## config.mk

```make
export PLATFORM = sky130hd
export DESIGN_NAME = dpc_core
export DESIGN_NICKNAME = d
export VERILOG_FILES = /design/src/dpc_fifo.v /design/src/dpc_core.v
export VERILOG_INCLUDE_DIRS = /design/src
export SDC_FILE = /design/constraint.sdc
export NUM_CORES = 1
export LEC_CHECK = 0
export ABC_AREA = 1
export BUFFER_PORTS_ARGS = -buffer_cell sky130_fd_sc_hd__buf_4
export CAP_MARGIN = 10
export CORE_MARGIN = 5
export CORE_UTILIZATION = 45
export DETAILED_ROUTE_END_ITERATION = 8
export PLACE_DENSITY_LB_ADDON = 0.12
export SYNTH_ARGS = -nofsm -noshare
export SYNTH_HDL_FRONTEND = slang
export SYNTH_SLANG_ARGS = --single-unit
```

## constraint.sdc

```tcl
create_clock -name mclk -period 5.1 [get_ports mclk]
set_input_delay 0.51 -clock mclk [delete_from_list [all_inputs] [get_ports mclk]]
set_output_delay 0.51 -clock mclk [all_outputs]
set_load 0.01 [all_outputs]
```

## src/dpc_map.vh

```
// Purpose: constants for the dual-port converter front end
// Assumes: 50 MHz mclk, register port with one-cycle read latency
// Notes: byte offsets on an 8-bit address, 16-bit data
`ifndef DPC_MAP_VH
`define DPC_MAP_VH

// register offsets
`define DPC_OFS_CTRL 8'h00
`define DPC_OFS_STATUS 8'h04
`define DPC_OFS_PERIOD 8'h08
`define DPC_OFS_CODE 8'h0C
`define DPC_OFS_DROPS 8'h10

// control fields and reset value
`define DPC_CTRL_OUT_EN 0
`define DPC_CTRL_FLUSH 1
`define DPC_CTRL_RESET 1'h1

// status fields
`define DPC_ST_LOCK 0
`define DPC_ST_ACTIVE 1
`define DPC_ST_FULL 2
`define DPC_ST_EMPTY 3
`define DPC_ST_SEL_LO 4
`define DPC_ST_SEL_HI 5
`define DPC_ST_LEVEL_LSB 8

// loop timing
`define DPC_PERIOD_W 16
`define DPC_LOCK_MATCHES 4'h4
`define DPC_LOCK_TOL 16'h0002
`define DPC_MCLK_MHZ 50

// code split into segment groups
`define DPC_UPPER_SEGS 31
`define DPC_MIDDLE_SEGS 15
`define DPC_ALL_SEGS 47

`endif

```

## src/dpc_fifo.v

```verilog
// Purpose: word FIFO between the port capture and the output interleaver
// Assumes: single clock, synchronous flush
// Notes: read data is combinational from the head entry
`timescale 1ns/10ps

module dpc_fifo #(
	parameter WIDTH = 20,
	parameter DEPTH = 8,
	parameter AW = 3
) (
	input wire mclk,
	input wire resetn,
	input wire flush,
	input wire in_valid,
	output wire in_ready,
	input wire [WIDTH-1:0] in_data,
	output wire out_valid,
	input wire out_ready,
	output wire [WIDTH-1:0] out_data,
	output wire [AW:0] level
);
	reg [WIDTH-1:0] mem [0:DEPTH-1];
	reg [AW-1:0] wr_ptr;
	reg [AW-1:0] rd_ptr;
	reg [AW:0] count;
	wire do_push;
	wire do_pop;

	// honest full and empty from the occupancy count
	assign in_ready = (count != DEPTH[AW:0]);
	assign out_valid = (count != {(AW+1){1'b0}});
	assign out_data = mem[rd_ptr];
	assign level = count;
	assign do_push = in_valid && in_ready;
	assign do_pop = out_valid && out_ready;

	// storage array, written only on an accepted push
	always @(posedge mclk) begin
		if (do_push) begin
			mem[wr_ptr] <= in_data;
		end
	end

	// pointers wrap at the depth, which need not be a power of two
	always @(posedge mclk or negedge resetn) begin
		if (!resetn) begin
			wr_ptr <= {AW{1'b0}};
			rd_ptr <= {AW{1'b0}};
			count <= {(AW+1){1'b0}};
		end else if (flush) begin
			wr_ptr <= {AW{1'b0}};
			rd_ptr <= {AW{1'b0}};
			count <= {(AW+1){1'b0}};
		end else begin
			if (do_push) begin
				wr_ptr <= (wr_ptr == DEPTH[AW-1:0] - 1'b1) ? {AW{1'b0}} :
					wr_ptr + 1'b1;
			end
			if (do_pop) begin
				rd_ptr <= (rd_ptr == DEPTH[AW-1:0] - 1'b1) ? {AW{1'b0}} :
					rd_ptr + 1'b1;
			end
			if (do_push && !do_pop) begin
				count <= count + 1'b1;
			end else if (do_pop && !do_push) begin
				count <= count - 1'b1;
			end
		end
	end
endmodule // dpc_fifo

```

## src/dpc_core.v

```verilog
// Purpose: dual-port capture, clock doubling interleaver and segment decode
// Assumes: all inputs synchronous to mclk; ext_clk is sampled as a level
// Notes: the doubled clock is emulated by a mid-period tick derived from
// the measured external period, so the mid point ignores duty cycle
`timescale 1ns/10ps
`include "dpc_map.vh"

// Summary of operation
// RULE_01: both ports are captured together on each external clock rising edge.
// RULE_02: an internal tick at twice the external rate drives latch and decode.
// RULE_03: multiplier mode is active whenever the multiplier supply pin is high.
// RULE_04: range selects pick prescaler 1, 2, 4 or 8, high select first.
// RULE_05: the source keeps its clock inside the band for the chosen setting.
// RULE_06: lock indicator shows phase detector result, high while locked.
// RULE_07: the source grounds the divider reset; it has no function here.
// RULE_08: below 6.25 MSPS the source disables the multiplier instead.
// RULE_09: five upper bits to 31 units, four to 15 sixteenths, lsb fraction.
// RULE_10: every segment is steered to exactly one of the two outputs.
// RULE_11: edge-triggered latches then segment decoding, at full rate.
// RULE_12: each rising edge moves the held second-port word to the output.
// RULE_13: half a period later the first-port word goes to the output.
// RULE_14: decoded segments are registered and switch together after a load.
module dpc_core #(
	parameter DATA_W = 10,
	parameter FIFO_DEPTH = 8,
	parameter FIFO_AW = 3,
	parameter PERIOD_W = `DPC_PERIOD_W
) (
	input wire mclk,
	input wire resetn,
	input wire ext_clk,
	input wire [DATA_W-1:0] first_port_word,
	input wire [DATA_W-1:0] second_port_word,
	input wire multiplier_supply_pin,
	input wire range_select_high,
	input wire range_select_low,
	input wire divider_reset,
	input wire [7:0] reg_addr,
	input wire [15:0] reg_wdata,
	input wire reg_wr,
	input wire reg_rd,
	output reg [15:0] reg_rdata,
	output reg lock_indicator,
	output reg capture_ready,
	output reg [`DPC_UPPER_SEGS-1:0] true_upper_seg,
	output reg [`DPC_MIDDLE_SEGS-1:0] true_middle_seg,
	output reg true_lsb_seg,
	output reg [`DPC_ALL_SEGS-1:0] complement_current_output,
	output reg [`DPC_ALL_SEGS-1:0] true_current_output,
	output reg seg_update
);
	// thermometer decode: bit i is set when value exceeds i
	function [`DPC_UPPER_SEGS-1:0] thermo;
		input [4:0] value;
		integer i;
		begin
			thermo = {`DPC_UPPER_SEGS{1'b0}};
			for (i = 0; i < `DPC_UPPER_SEGS; i = i + 1) begin
				thermo[i] = (value > i);
			end
		end
	endfunction

	// shared prescale ratio decode, high select is the first bit
	function [3:0] ratio_of;
		input [1:0] sel;
		begin
			case (sel)
			2'h0: ratio_of = 4'h1;
			2'h1: ratio_of = 4'h2;
			2'h2: ratio_of = 4'h4;
			2'h3: ratio_of = 4'h8;
			default: ratio_of = 4'h1;
			endcase
		end
	endfunction

	// control and status state
	reg out_enable;
	reg flush_pulse;
	reg ext_clk_q;
	reg [PERIOD_W-1:0] period_cnt;
	reg [PERIOD_W-1:0] period_meas;
	reg [PERIOD_W-1:0] span_acc;
	reg [PERIOD_W-1:0] span_prev;
	reg [3:0] edge_idx;
	reg [3:0] match_cnt;
	reg period_valid;
	reg [PERIOD_W-1:0] half_cnt;
	reg half_armed;
	reg [DATA_W-1:0] hold_first;
	reg [DATA_W-1:0] hold_second;
	reg hold_valid;
	reg [DATA_W-1:0] out_latch;
	reg latch_load;
	reg [15:0] drop_cnt;
	reg [1:0] range_sel;

	wire active;
	wire ext_rise;
	wire [1:0] sel_now;
	wire [3:0] ratio;
	wire [PERIOD_W-1:0] span_sum;
	wire [PERIOD_W-1:0] span_diff;
	wire span_close;
	wire fifo_in_ready;
	wire fifo_out_valid;
	wire fifo_pop;
	wire [2*DATA_W-1:0] fifo_out_data;
	wire [FIFO_AW:0] fifo_level;
	wire push_req;
	wire [`DPC_UPPER_SEGS-1:0] next_upper;
	wire [`DPC_UPPER_SEGS-1:0] mid_thermo;
	wire [`DPC_MIDDLE_SEGS-1:0] next_middle;
	wire [`DPC_ALL_SEGS-1:0] next_true;
	wire sel_ctrl;
	wire sel_status;
	wire sel_period;
	wire sel_code;
	wire sel_drops;

	// mode follows the supply pin; divider_reset is deliberately unused
	assign active = multiplier_supply_pin; // [RULE_03]
	assign ext_rise = ext_clk && !ext_clk_q;
	assign sel_now = {range_select_high, range_select_low};
	assign ratio = ratio_of(range_sel); // [RULE_04]
	assign span_sum = span_acc + period_cnt;
	assign span_diff = (span_sum > span_prev) ? span_sum - span_prev :
		span_prev - span_sum;
	assign span_close = (span_diff <= `DPC_LOCK_TOL);

	// both ports travel as one FIFO word, second port in the upper half
	assign push_req = active && ext_rise; // [RULE_01]
	assign fifo_pop = active && ext_rise && out_enable;

	dpc_fifo #(
		.WIDTH(2*DATA_W),
		.DEPTH(FIFO_DEPTH),
		.AW(FIFO_AW)
	) u_fifo (
		.mclk(mclk),
		.resetn(resetn),
		.flush(flush_pulse),
		.in_valid(push_req),
		.in_ready(fifo_in_ready),
		.in_data({second_port_word, first_port_word}),
		.out_valid(fifo_out_valid),
		.out_ready(fifo_pop),
		.out_data(fifo_out_data),
		.level(fifo_level)
	);

	// edge detect on the sampled external clock
	always @(posedge mclk or negedge resetn) begin
		if (!resetn) begin
			ext_clk_q <= 1'b0;
		end else begin
			ext_clk_q <= ext_clk;
		end
	end

	// period measurement and range controller phase comparison
	always @(posedge mclk or negedge resetn) begin
		if (!resetn) begin
			period_cnt <= {PERIOD_W{1'b0}};
			period_meas <= {PERIOD_W{1'b0}};
			span_acc <= {PERIOD_W{1'b0}};
			span_prev <= {PERIOD_W{1'b0}};
			edge_idx <= 4'h0;
			match_cnt <= 4'h0;
			period_valid <= 1'b0;
			range_sel <= 2'h0;
			lock_indicator <= 1'b0;
		end else if (!active || range_sel != sel_now) begin
			// leaving the mode or changing range restarts acquisition
			period_cnt <= {PERIOD_W{1'b0}};
			span_acc <= {PERIOD_W{1'b0}};
			edge_idx <= 4'h0;
			match_cnt <= 4'h0;
			period_valid <= 1'b0;
			range_sel <= sel_now;
			lock_indicator <= 1'b0;
		end else if (ext_rise) begin
			period_cnt <= {{(PERIOD_W-1){1'b0}}, 1'b1};
			period_meas <= period_cnt;
			period_valid <= (period_cnt != {PERIOD_W{1'b0}});
			if (edge_idx == ratio - 1'b1) begin
				// compare span over one prescaled reference period
				edge_idx <= 4'h0;
				span_acc <= {PERIOD_W{1'b0}};
				span_prev <= span_sum;
				if (span_close && period_valid) begin
					if (match_cnt != `DPC_LOCK_MATCHES) begin
						match_cnt <= match_cnt + 1'b1;
					end
					lock_indicator <= (match_cnt == `DPC_LOCK_MATCHES); // [RULE_06]
				end else begin
					match_cnt <= 4'h0;
					lock_indicator <= 1'b0; // [RULE_06]
				end
			end else begin
				edge_idx <= edge_idx + 1'b1;
				span_acc <= span_sum;
			end
		end else if (period_cnt == {PERIOD_W{1'b1}}) begin
			// clock stopped: drop lock and forget the period
			period_valid <= 1'b0;
			match_cnt <= 4'h0;
			lock_indicator <= 1'b0;
		end else begin
			period_cnt <= period_cnt + 1'b1;
		end
	end

	// mid-period tick: the doubled clock's second edge in each period
	always @(posedge mclk or negedge resetn) begin
		if (!resetn) begin
			half_cnt <= {PERIOD_W{1'b0}};
			half_armed <= 1'b0;
		end else if (!active) begin
			half_armed <= 1'b0;
		end else if (ext_rise) begin
			half_cnt <= {{(PERIOD_W-1){1'b0}}, 1'b1};
			half_armed <= period_valid; // [RULE_02]
		end else if (half_armed) begin
			if (half_cnt >= {1'b0, period_meas[PERIOD_W-1:1]}) begin
				half_armed <= 1'b0;
			end
			half_cnt <= half_cnt + 1'b1;
		end
	end

	// input hold latches and output latch interleave
	always @(posedge mclk or negedge resetn) begin
		if (!resetn) begin
			hold_first <= {DATA_W{1'b0}};
			hold_second <= {DATA_W{1'b0}};
			hold_valid <= 1'b0;
			out_latch <= {DATA_W{1'b0}};
			latch_load <= 1'b0;
		end else begin
			latch_load <= 1'b0;
			if (fifo_pop) begin
				if (hold_valid) begin
					out_latch <= hold_second; // [RULE_12]
					latch_load <= 1'b1;
				end
				hold_first <= fifo_out_data[DATA_W-1:0];
				hold_second <= fifo_out_data[2*DATA_W-1:DATA_W];
				hold_valid <= fifo_out_valid;
			end else if (half_armed && out_enable && hold_valid &&
				half_cnt >= {1'b0, period_meas[PERIOD_W-1:1]}) begin
				out_latch <= hold_first; // [RULE_13]
				latch_load <= 1'b1;
			end
		end
	end

	// segment decode feeding the switch registers
	assign next_upper = thermo(out_latch[9:5]); // [RULE_09]
	assign mid_thermo = thermo({1'b0, out_latch[4:1]});
	assign next_middle = mid_thermo[`DPC_MIDDLE_SEGS-1:0]; // [RULE_09]
	assign next_true = {next_upper, next_middle, out_latch[0]}; // [RULE_11]

	// all switches change together one edge after a latch load
	always @(posedge mclk or negedge resetn) begin
		if (!resetn) begin
			true_upper_seg <= {`DPC_UPPER_SEGS{1'b0}};
			true_middle_seg <= {`DPC_MIDDLE_SEGS{1'b0}};
			true_lsb_seg <= 1'b0;
			true_current_output <= {`DPC_ALL_SEGS{1'b0}};
			complement_current_output <= {`DPC_ALL_SEGS{1'b1}};
			seg_update <= 1'b0;
		end else begin
			seg_update <= latch_load;
			if (latch_load) begin
				true_upper_seg <= next_upper; // [RULE_14]
				true_middle_seg <= next_middle; // [RULE_14]
				true_lsb_seg <= out_latch[0];
				true_current_output <= next_true; // [RULE_14]
				complement_current_output <= ~next_true; // [RULE_10]
			end
		end
	end

	// capture readiness and count of words lost to a full FIFO
	always @(posedge mclk or negedge resetn) begin
		if (!resetn) begin
			capture_ready <= 1'b0;
			drop_cnt <= 16'h0000;
		end else begin
			capture_ready <= active && fifo_in_ready;
			if (push_req && !fifo_in_ready && drop_cnt != 16'hFFFF) begin
				drop_cnt <= drop_cnt + 1'b1;
			end
		end
	end

	// register port address decode
	assign sel_ctrl = (reg_addr == `DPC_OFS_CTRL);
	assign sel_status = (reg_addr == `DPC_OFS_STATUS);
	assign sel_period = (reg_addr == `DPC_OFS_PERIOD);
	assign sel_code = (reg_addr == `DPC_OFS_CODE);
	assign sel_drops = (reg_addr == `DPC_OFS_DROPS);

	// control register write; flush is a self-clearing strobe
	always @(posedge mclk or negedge resetn) begin
		if (!resetn) begin
			out_enable <= `DPC_CTRL_RESET;
			flush_pulse <= 1'b0;
		end else begin
			flush_pulse <= 1'b0;
			if (reg_wr && sel_ctrl) begin
				out_enable <= reg_wdata[`DPC_CTRL_OUT_EN];
				flush_pulse <= reg_wdata[`DPC_CTRL_FLUSH];
			end
		end
	end

	// read data valid the cycle after the strobe, zero otherwise
	always @(posedge mclk or negedge resetn) begin
		if (!resetn) begin
			reg_rdata <= 16'h0000;
		end else if (!reg_rd) begin
			reg_rdata <= 16'h0000;
		end else if (sel_ctrl) begin
			reg_rdata <= {15'h0000, out_enable};
		end else if (sel_status) begin
			reg_rdata <= {{(8-FIFO_AW-1){1'b0}}, fifo_level, 2'h0,
				range_sel, !fifo_out_valid, !fifo_in_ready, active,
				lock_indicator};
		end else if (sel_period) begin
			reg_rdata <= period_meas[15:0];
		end else if (sel_code) begin
			reg_rdata <= {6'h00, out_latch};
		end else if (sel_drops) begin
			reg_rdata <= drop_cnt;
		end else begin
			reg_rdata <= 16'h0000;
		end
	end
endmodule // dpc_core

```

# Word-level counts from Yosys, hierarchy flattened
# Memories as Yosys holds them, arrays and structs flattened. A register that Yosys moved wholly into a read port is not among the register bits.
# Index checks and enable logic that the tools add are counted.
[word_totals]
reg_bits = 293
ramBits = 160
word_cells = 208
memories = 1
[mem_list]
columns = ["name", "depth", "width", "read_ports", "rd_ports_with_merged_regs", "wr", "line", "rtl"]
rows = [
  ["u_fifo.mem", 8, 20, 1, 1, 1, "dpc_fifo.v:22", "reg [WIDTH-1:0] mem [0:DEPTH-1];"],
]
[classes]
n_addsub = 13
magnitude_cmp = 49
n_eq_ne = 20
mux = 54
bitwise_logic = 2
reduce_logical = 40
[op_table]
columns = ["cell", "n"]
rows = [
  ["16-bit 2-to-1 mux", 15],
  ["5-bit greater-than comparator (second input constant)", 15],
  ["16-bit by 1-bit adder with 16-bit output (second input constant)", 3],
  ["4-bit 2-to-1 mux", 12],
  ["47-bit NOT", 1],
  ["5-bit by 4-bit greater-than comparator with 1-bit output (second input constant)", 8],
  ["16-bit subtractor", 2],
  ["10-bit 2-to-1 mux", 3],
  ["4-bit greater-than comparator (second input constant)", 7],
  ["5-bit by 3-bit greater-than comparator with 1-bit output (second input constant)", 4],
  ["3-bit 2-to-1 mux", 6],
  ["1-bit 2-to-1 mux", 17],
  ["16-bit adder", 1],
  ["16-bit equality test (second input constant)", 1],
  ["8-bit by 4-bit equality test with 1-bit output (second input constant)", 2],
  ["16-bit by 15-bit greater-or-equal comparator with 1-bit output", 1],
  ["16-bit greater-than comparator", 1],
  ["4-bit by 3-bit greater-than comparator with 1-bit output (second input constant)", 4],
  ["16-bit by 2-bit less-or-equal comparator with 1-bit output (second input constant)", 1],
  ["16-bit inequality test (second input constant)", 1],
  ["4-bit one-hot mux with 4 select lines", 1],
  ["16-bit nonzero test", 1],
  ["1-bit logical AND", 15],
  ["4-bit by 1-bit adder with 4-bit output (second input constant)", 3],
  ["29 further kinds", 53],
]

# Longest topological paths before layout
[depth]
word_depth = 9
depth_mapped = 33
mapped_depth_nobuf = 33

# Cells and area by module
# Synthesis repeated with hierarchy kept, for this count alone.
[unflattened]
cells_unflattened = 2602
area_unflattened_um2 = 21884.7
[by_module_without_submodules]
columns = ["mod", "instances", "cells_each", "area_per_inst_um2", "seq_area_each_um2"]
rows = [
  ["dpc_core", 1, 1818, 14318.7, 6466.2],
  ["dpc_fifo", 1, 784, 7566.0, 5054.8],
]

# Least setup slack after synthesis
# No wires, ideal clock.
[synth_timing]
path_kind = "reg2reg"
start = "register period_cnt[0]"
end = "register match_cnt[2]"
setup_time_ns = 0.118
t_arrival_ns = 3.518
t_required_ns = 4.982
setup_slack_ns = 1.463
stages_incl_launch_ff = 30
n_path_buf = 1
synth_period_minus_slack_ns = 3.637
path_cell_list = "dfrtp_1 -> ha_1 -> fa_1 -> a21oi_1 -> o21bai_1 -> nand3_1 -> nand2_1 -> nand2_1 -> nand2_1 -> nand2_1 -> nand2_1 -> nand3_1 -> nand3_1 -> nand2_1 -> inv_1 -> ha_1 -> buf_2 -> nand2_1 -> nor3_2 -> nand3_2 -> nand2_4 -> clkinv_2 -> nand2_1 -> nand2_1 -> nand3_1 -> nor2_1 -> nand3_1 -> nand2_2 -> nand2_1 -> nand2_1"
[synth_between]
elab_chain_len = 9
word_cells_on_any_way = 15
cone_classes = "add/sub (3); order compare (2); eq/ne (2); mux (5); reduce/logical (3)"
[synth_rtl]
columns = ["element", "line", "rtl"]
rows = [
  ["start, declared", "dpc_core.v:82", "reg [PERIOD_W-1:0] period_cnt;"],
  ["start signal, assigned", "dpc_core.v:165", "period_cnt <= {PERIOD_W{1'b0}};"],
  ["start signal, assigned", "dpc_core.v:176", "period_cnt <= {PERIOD_W{1'b0}};"],
  ["start signal, assigned", "dpc_core.v:184", "period_cnt <= {{(PERIOD_W-1){1'b0}}, 1'b1};"],
  ["16-bit adder (*)", "dpc_core.v:127", "assign span_sum = span_acc + period_cnt;"],
  ["named net span_sum[12]", "dpc_core.v:103", "wire [PERIOD_W-1:0] span_sum;"],
  ["16-bit subtractor, or another cell as far along", "dpc_core.v:129", "span_prev - span_sum;"],
  ["16-bit 2-to-1 mux (*)", "dpc_core.v:128", "assign span_diff = (span_sum > span_prev) ? span_sum - span_prev :"],
  ["16-bit by 2-bit less-or-equal comparator with 1-bit output (no line) (*)", "--", ""],
  ["1-bit logical AND (*)", "dpc_core.v:192", "if (span_close && period_valid) begin"],
  ["4-bit 2-to-1 mux", "dpc_core.v:192", ""],
  ["4-bit 2-to-1 mux", "dpc_core.v:187", "if (edge_idx == ratio - 1'b1) begin"],
  ["4-bit 2-to-1 mux", "dpc_core.v:183", "end else if (ext_rise) begin"],
  ["4-bit 2-to-1 mux", "dpc_core.v:174", "end else if (!active || range_sel != sel_now) begin"],
  ["end signal, assigned", "dpc_core.v:194", "match_cnt <= match_cnt + 1'b1;"],
  ["end, declared", "dpc_core.v:87", "reg [3:0] match_cnt;"],
]
# The timed path passes the listed nets; every way through them passes the cells marked *. The select of a mux whose other input is x is not followed.
# A chain may end at the register's enable or synchronous reset.

# Worst setup path in the final report
# Ends and elaborated chain as after synthesis.

==> reports/metrics.csv <==
metric,value,unit
worst_ep_arrival_time,4910,ps
fin_cells,3041,
wl_per_cell,17.44,um
syn_avg_cell_area,9.243,um^2
worstMarginPinSlew,1035,ps
top_layer,met5,
postRouteAntennaNets,0,
routed_wl,53030,um
clockRootBuffer,clkbuf_16,
skew,27.04,ps
violations,hold timing,
ys_top_cells_by_count,"488 x nand2_1, 235 x inv_1, 218 x dfrtp_1",
syn_to_final_growth,15.87,%
status,"complete, but fails checks",
synth_area,20860,um^2
cts_setup_buffers,0,
timing.fmax,0.2268,GHz
vias,15970,
dr_wl_met3,3342,um
hold_viol,3,
h-tree-depth,2,
netlist_instances,2257,
yosysMostFrequentCell,nand2_1,
numCtsBuffers,46,
synth_cell_types,54,
grt_usage,20.58,%
hpwl,36760,um
register_area,11520,um^2
setup_viol,0,
synth_top_cells_by_area,"dfrtp_1 26%, edfxtp_1 23%, nand2_1 8.8%, dfstp_2 6.0%, o21ai_0 5.2%",
path_class,register to register,
slowest_delay,440,ps
reg2regPathDepth,29,
fin_crit_sh,86.47,%
required,5600,ps
path_max_fanout,8,
cp-end-kind,register,
ys_seq_area_share,55.22,%
yosysTopAreaCell,dfrtp_1,
cts_tree,yes,
r2r_start,period_cnt[0],
peakVddDrop,357.0,uV
io_buffers,197,
wl_met1,24100,um
initialDrtViolationCount,1318,
fillers,4138,
clk_latency,590,ps
die_area,50770,um^2
synth_top_area_share,26.15,%
synth_edf_count,160,
rsz0062_at_grt,false,
ys_seq_elements,426,
row_count,78,
first_global_vias,15590,
maxSlewHeadroom,30.36,%
die_y,225.3,um
fin_hold_ws,-15.10,ps
drc,0,
overflow,0,
io_pins,213,
drive_gt1_share,16.23,%
setup_tns,0,ps
multi_input_area,7812,um^2
cts_resized,0,
grt_antenna_before_repair,3,
report.final.slew_viol_count,0,
gp_congestion,0.8431,
power_density,466.6,nW/um^2
cts.sinks,426,
start_util,45.77,%
dr_wl_met2,24320,um
firstDrtPassIters,5,
startpoint_type,register,
dieWidth,225.3,um
max-cap-violations,0,
avgViaCountPerCell,5.253,
ys.flop_type,dfrtp_1,
min_period,4410,ps
p_leak,10.96,nW
worst_path_max_delay_cell,dfrtp_1,
hold_class,primary input to async pin,
cts.path.max_buffers,3,
hold_buffers,0,
synth_nets,2389,
core_area,45580,um^2
place_inst,2954,
path_clk_slew,60,ps
nets,2534,
yosysWarnings,0,
path_common_cell,nand2_1,
grt_start_max_net_pins,120,
async_flop_share,62.44,%
grt_pass1_wl,84700,um
crit_start,period_cnt[0],
[final timing paths]
check | to | slack (ps)
worst min-delay path | half_cnt[11] | -20
worst max-delay path | match_cnt[2] | 690
min in group mclk | ext_clk_q | 60
worst min register to register | complement_current_output[11] | 470
worst max register to register | match_cnt[2] | 690
max in group asynchronous | true_upper_seg[15] | 3970
[cells by family (layout without fill, tap and decap cells)]
logic type                 count (synthesis)  count (layout)  share of synthesized area (%)
DFF                                      426             426                          55.22
xor gates and xnor gates                  41              41                          1.721
adders and majority gates                 79              79                          4.882
other                                      0               1                              0
AOI/OAI and AO/OA                        450             450                          12.61
buffers and inverters                    370             553                          7.563
and+or+nand+nor                          891             891                          18.00
[metrics by stage]
stage / instance area [um^2] / util (%) / power (W) / hold WS (ps) / setup WS (ps)
floorplan: 20860 / - / 0.006723 / 214.4 / 1463
global placement: 22670 / 49.74 / 0.008031 / 457.5 / 912.0
detailed placement: 22670 / 49.74 / 0.008102 / 457.4 / 798.8
CTS: 24170 / 53.04 / 0.01142 / 17.77 / 701.9
global route: 24170 / 53.04 / 0.01195 / 30.79 / 247.8
finish: 24170 / 53.04 / 0.01128 / -15.10 / 690.2
[critical path, delay by kind of cell, from the launching register on]
family,cells,cell delay (ps)
and+or+nand+nor,22,2320
adders and majority gates,3,1130
DFF,1,440
AOI/OAI and AO/OA,2,290
buffers and inverters,2,140
[layout by cell type, fill, tap and decap left out, types with 29 or more instances in the layout]
cell and n:
ha_1 75, inv_1 235, nand3_1 98, clkbuf_16 47
o21ai_0 217, a21oi_1 87, nand2_1 488, buf_4 213
nor2_1 201, edfxtp_1 160, dfstp_2 48, xor2_1 29
dfrtp_1 215
[where the power goes]
part | total, W | leakage (nW) | internal (W) | switching (W)
clock | 0.00329 | 0.731 | 0.00191 | 0.00138
combinational | 0.00316 | 5.50 | 0.00133 | 0.00183
sequential | 0.00483 | 4.74 | 0.00429 | 0.000536
[layout make-up]
type / instances / area share, %
repair buffers: 215 / 6.760
inverters: 252 / 3.918
clock buffers: 75 / 5.714
well taps: 600 / 3.105
clock inverters: 11 / 0.5020
flip-flops and latches: 426 / 47.67
multi-input cells: 1461 / 32.32
diodes: 1 / 0.01035
[sequential cells by signal (all words and copies together) (netlist names), 2 cells and up]
name                       cells
half_cnt                      16
true_upper_seg                31
u_fifo.level                   4
true_current_output            2
true_middle_seg               14
period_cnt                    16
u_fifo.mem                   160
period_meas                   16
hold_second                   10
complement_current_output     47
range_sel                      2
u_fifo.wr_ptr                  3
edge_idx                       4
span_acc                      16
span_prev                     16
hold_first                    10
out_latch                     10
drop_cnt                      16
reg_rdata                     16
match_cnt                      4
u_fifo.rd_ptr                  3
[metal layers]
layer  up-vias  track usage [%]
li1       7840                -
met1      7628            29.30
met2       415            32.73
met3        86            3.608
met4         4            5.720
met5         -                0
Note: power is estimated with default switching activity, not from simulation.
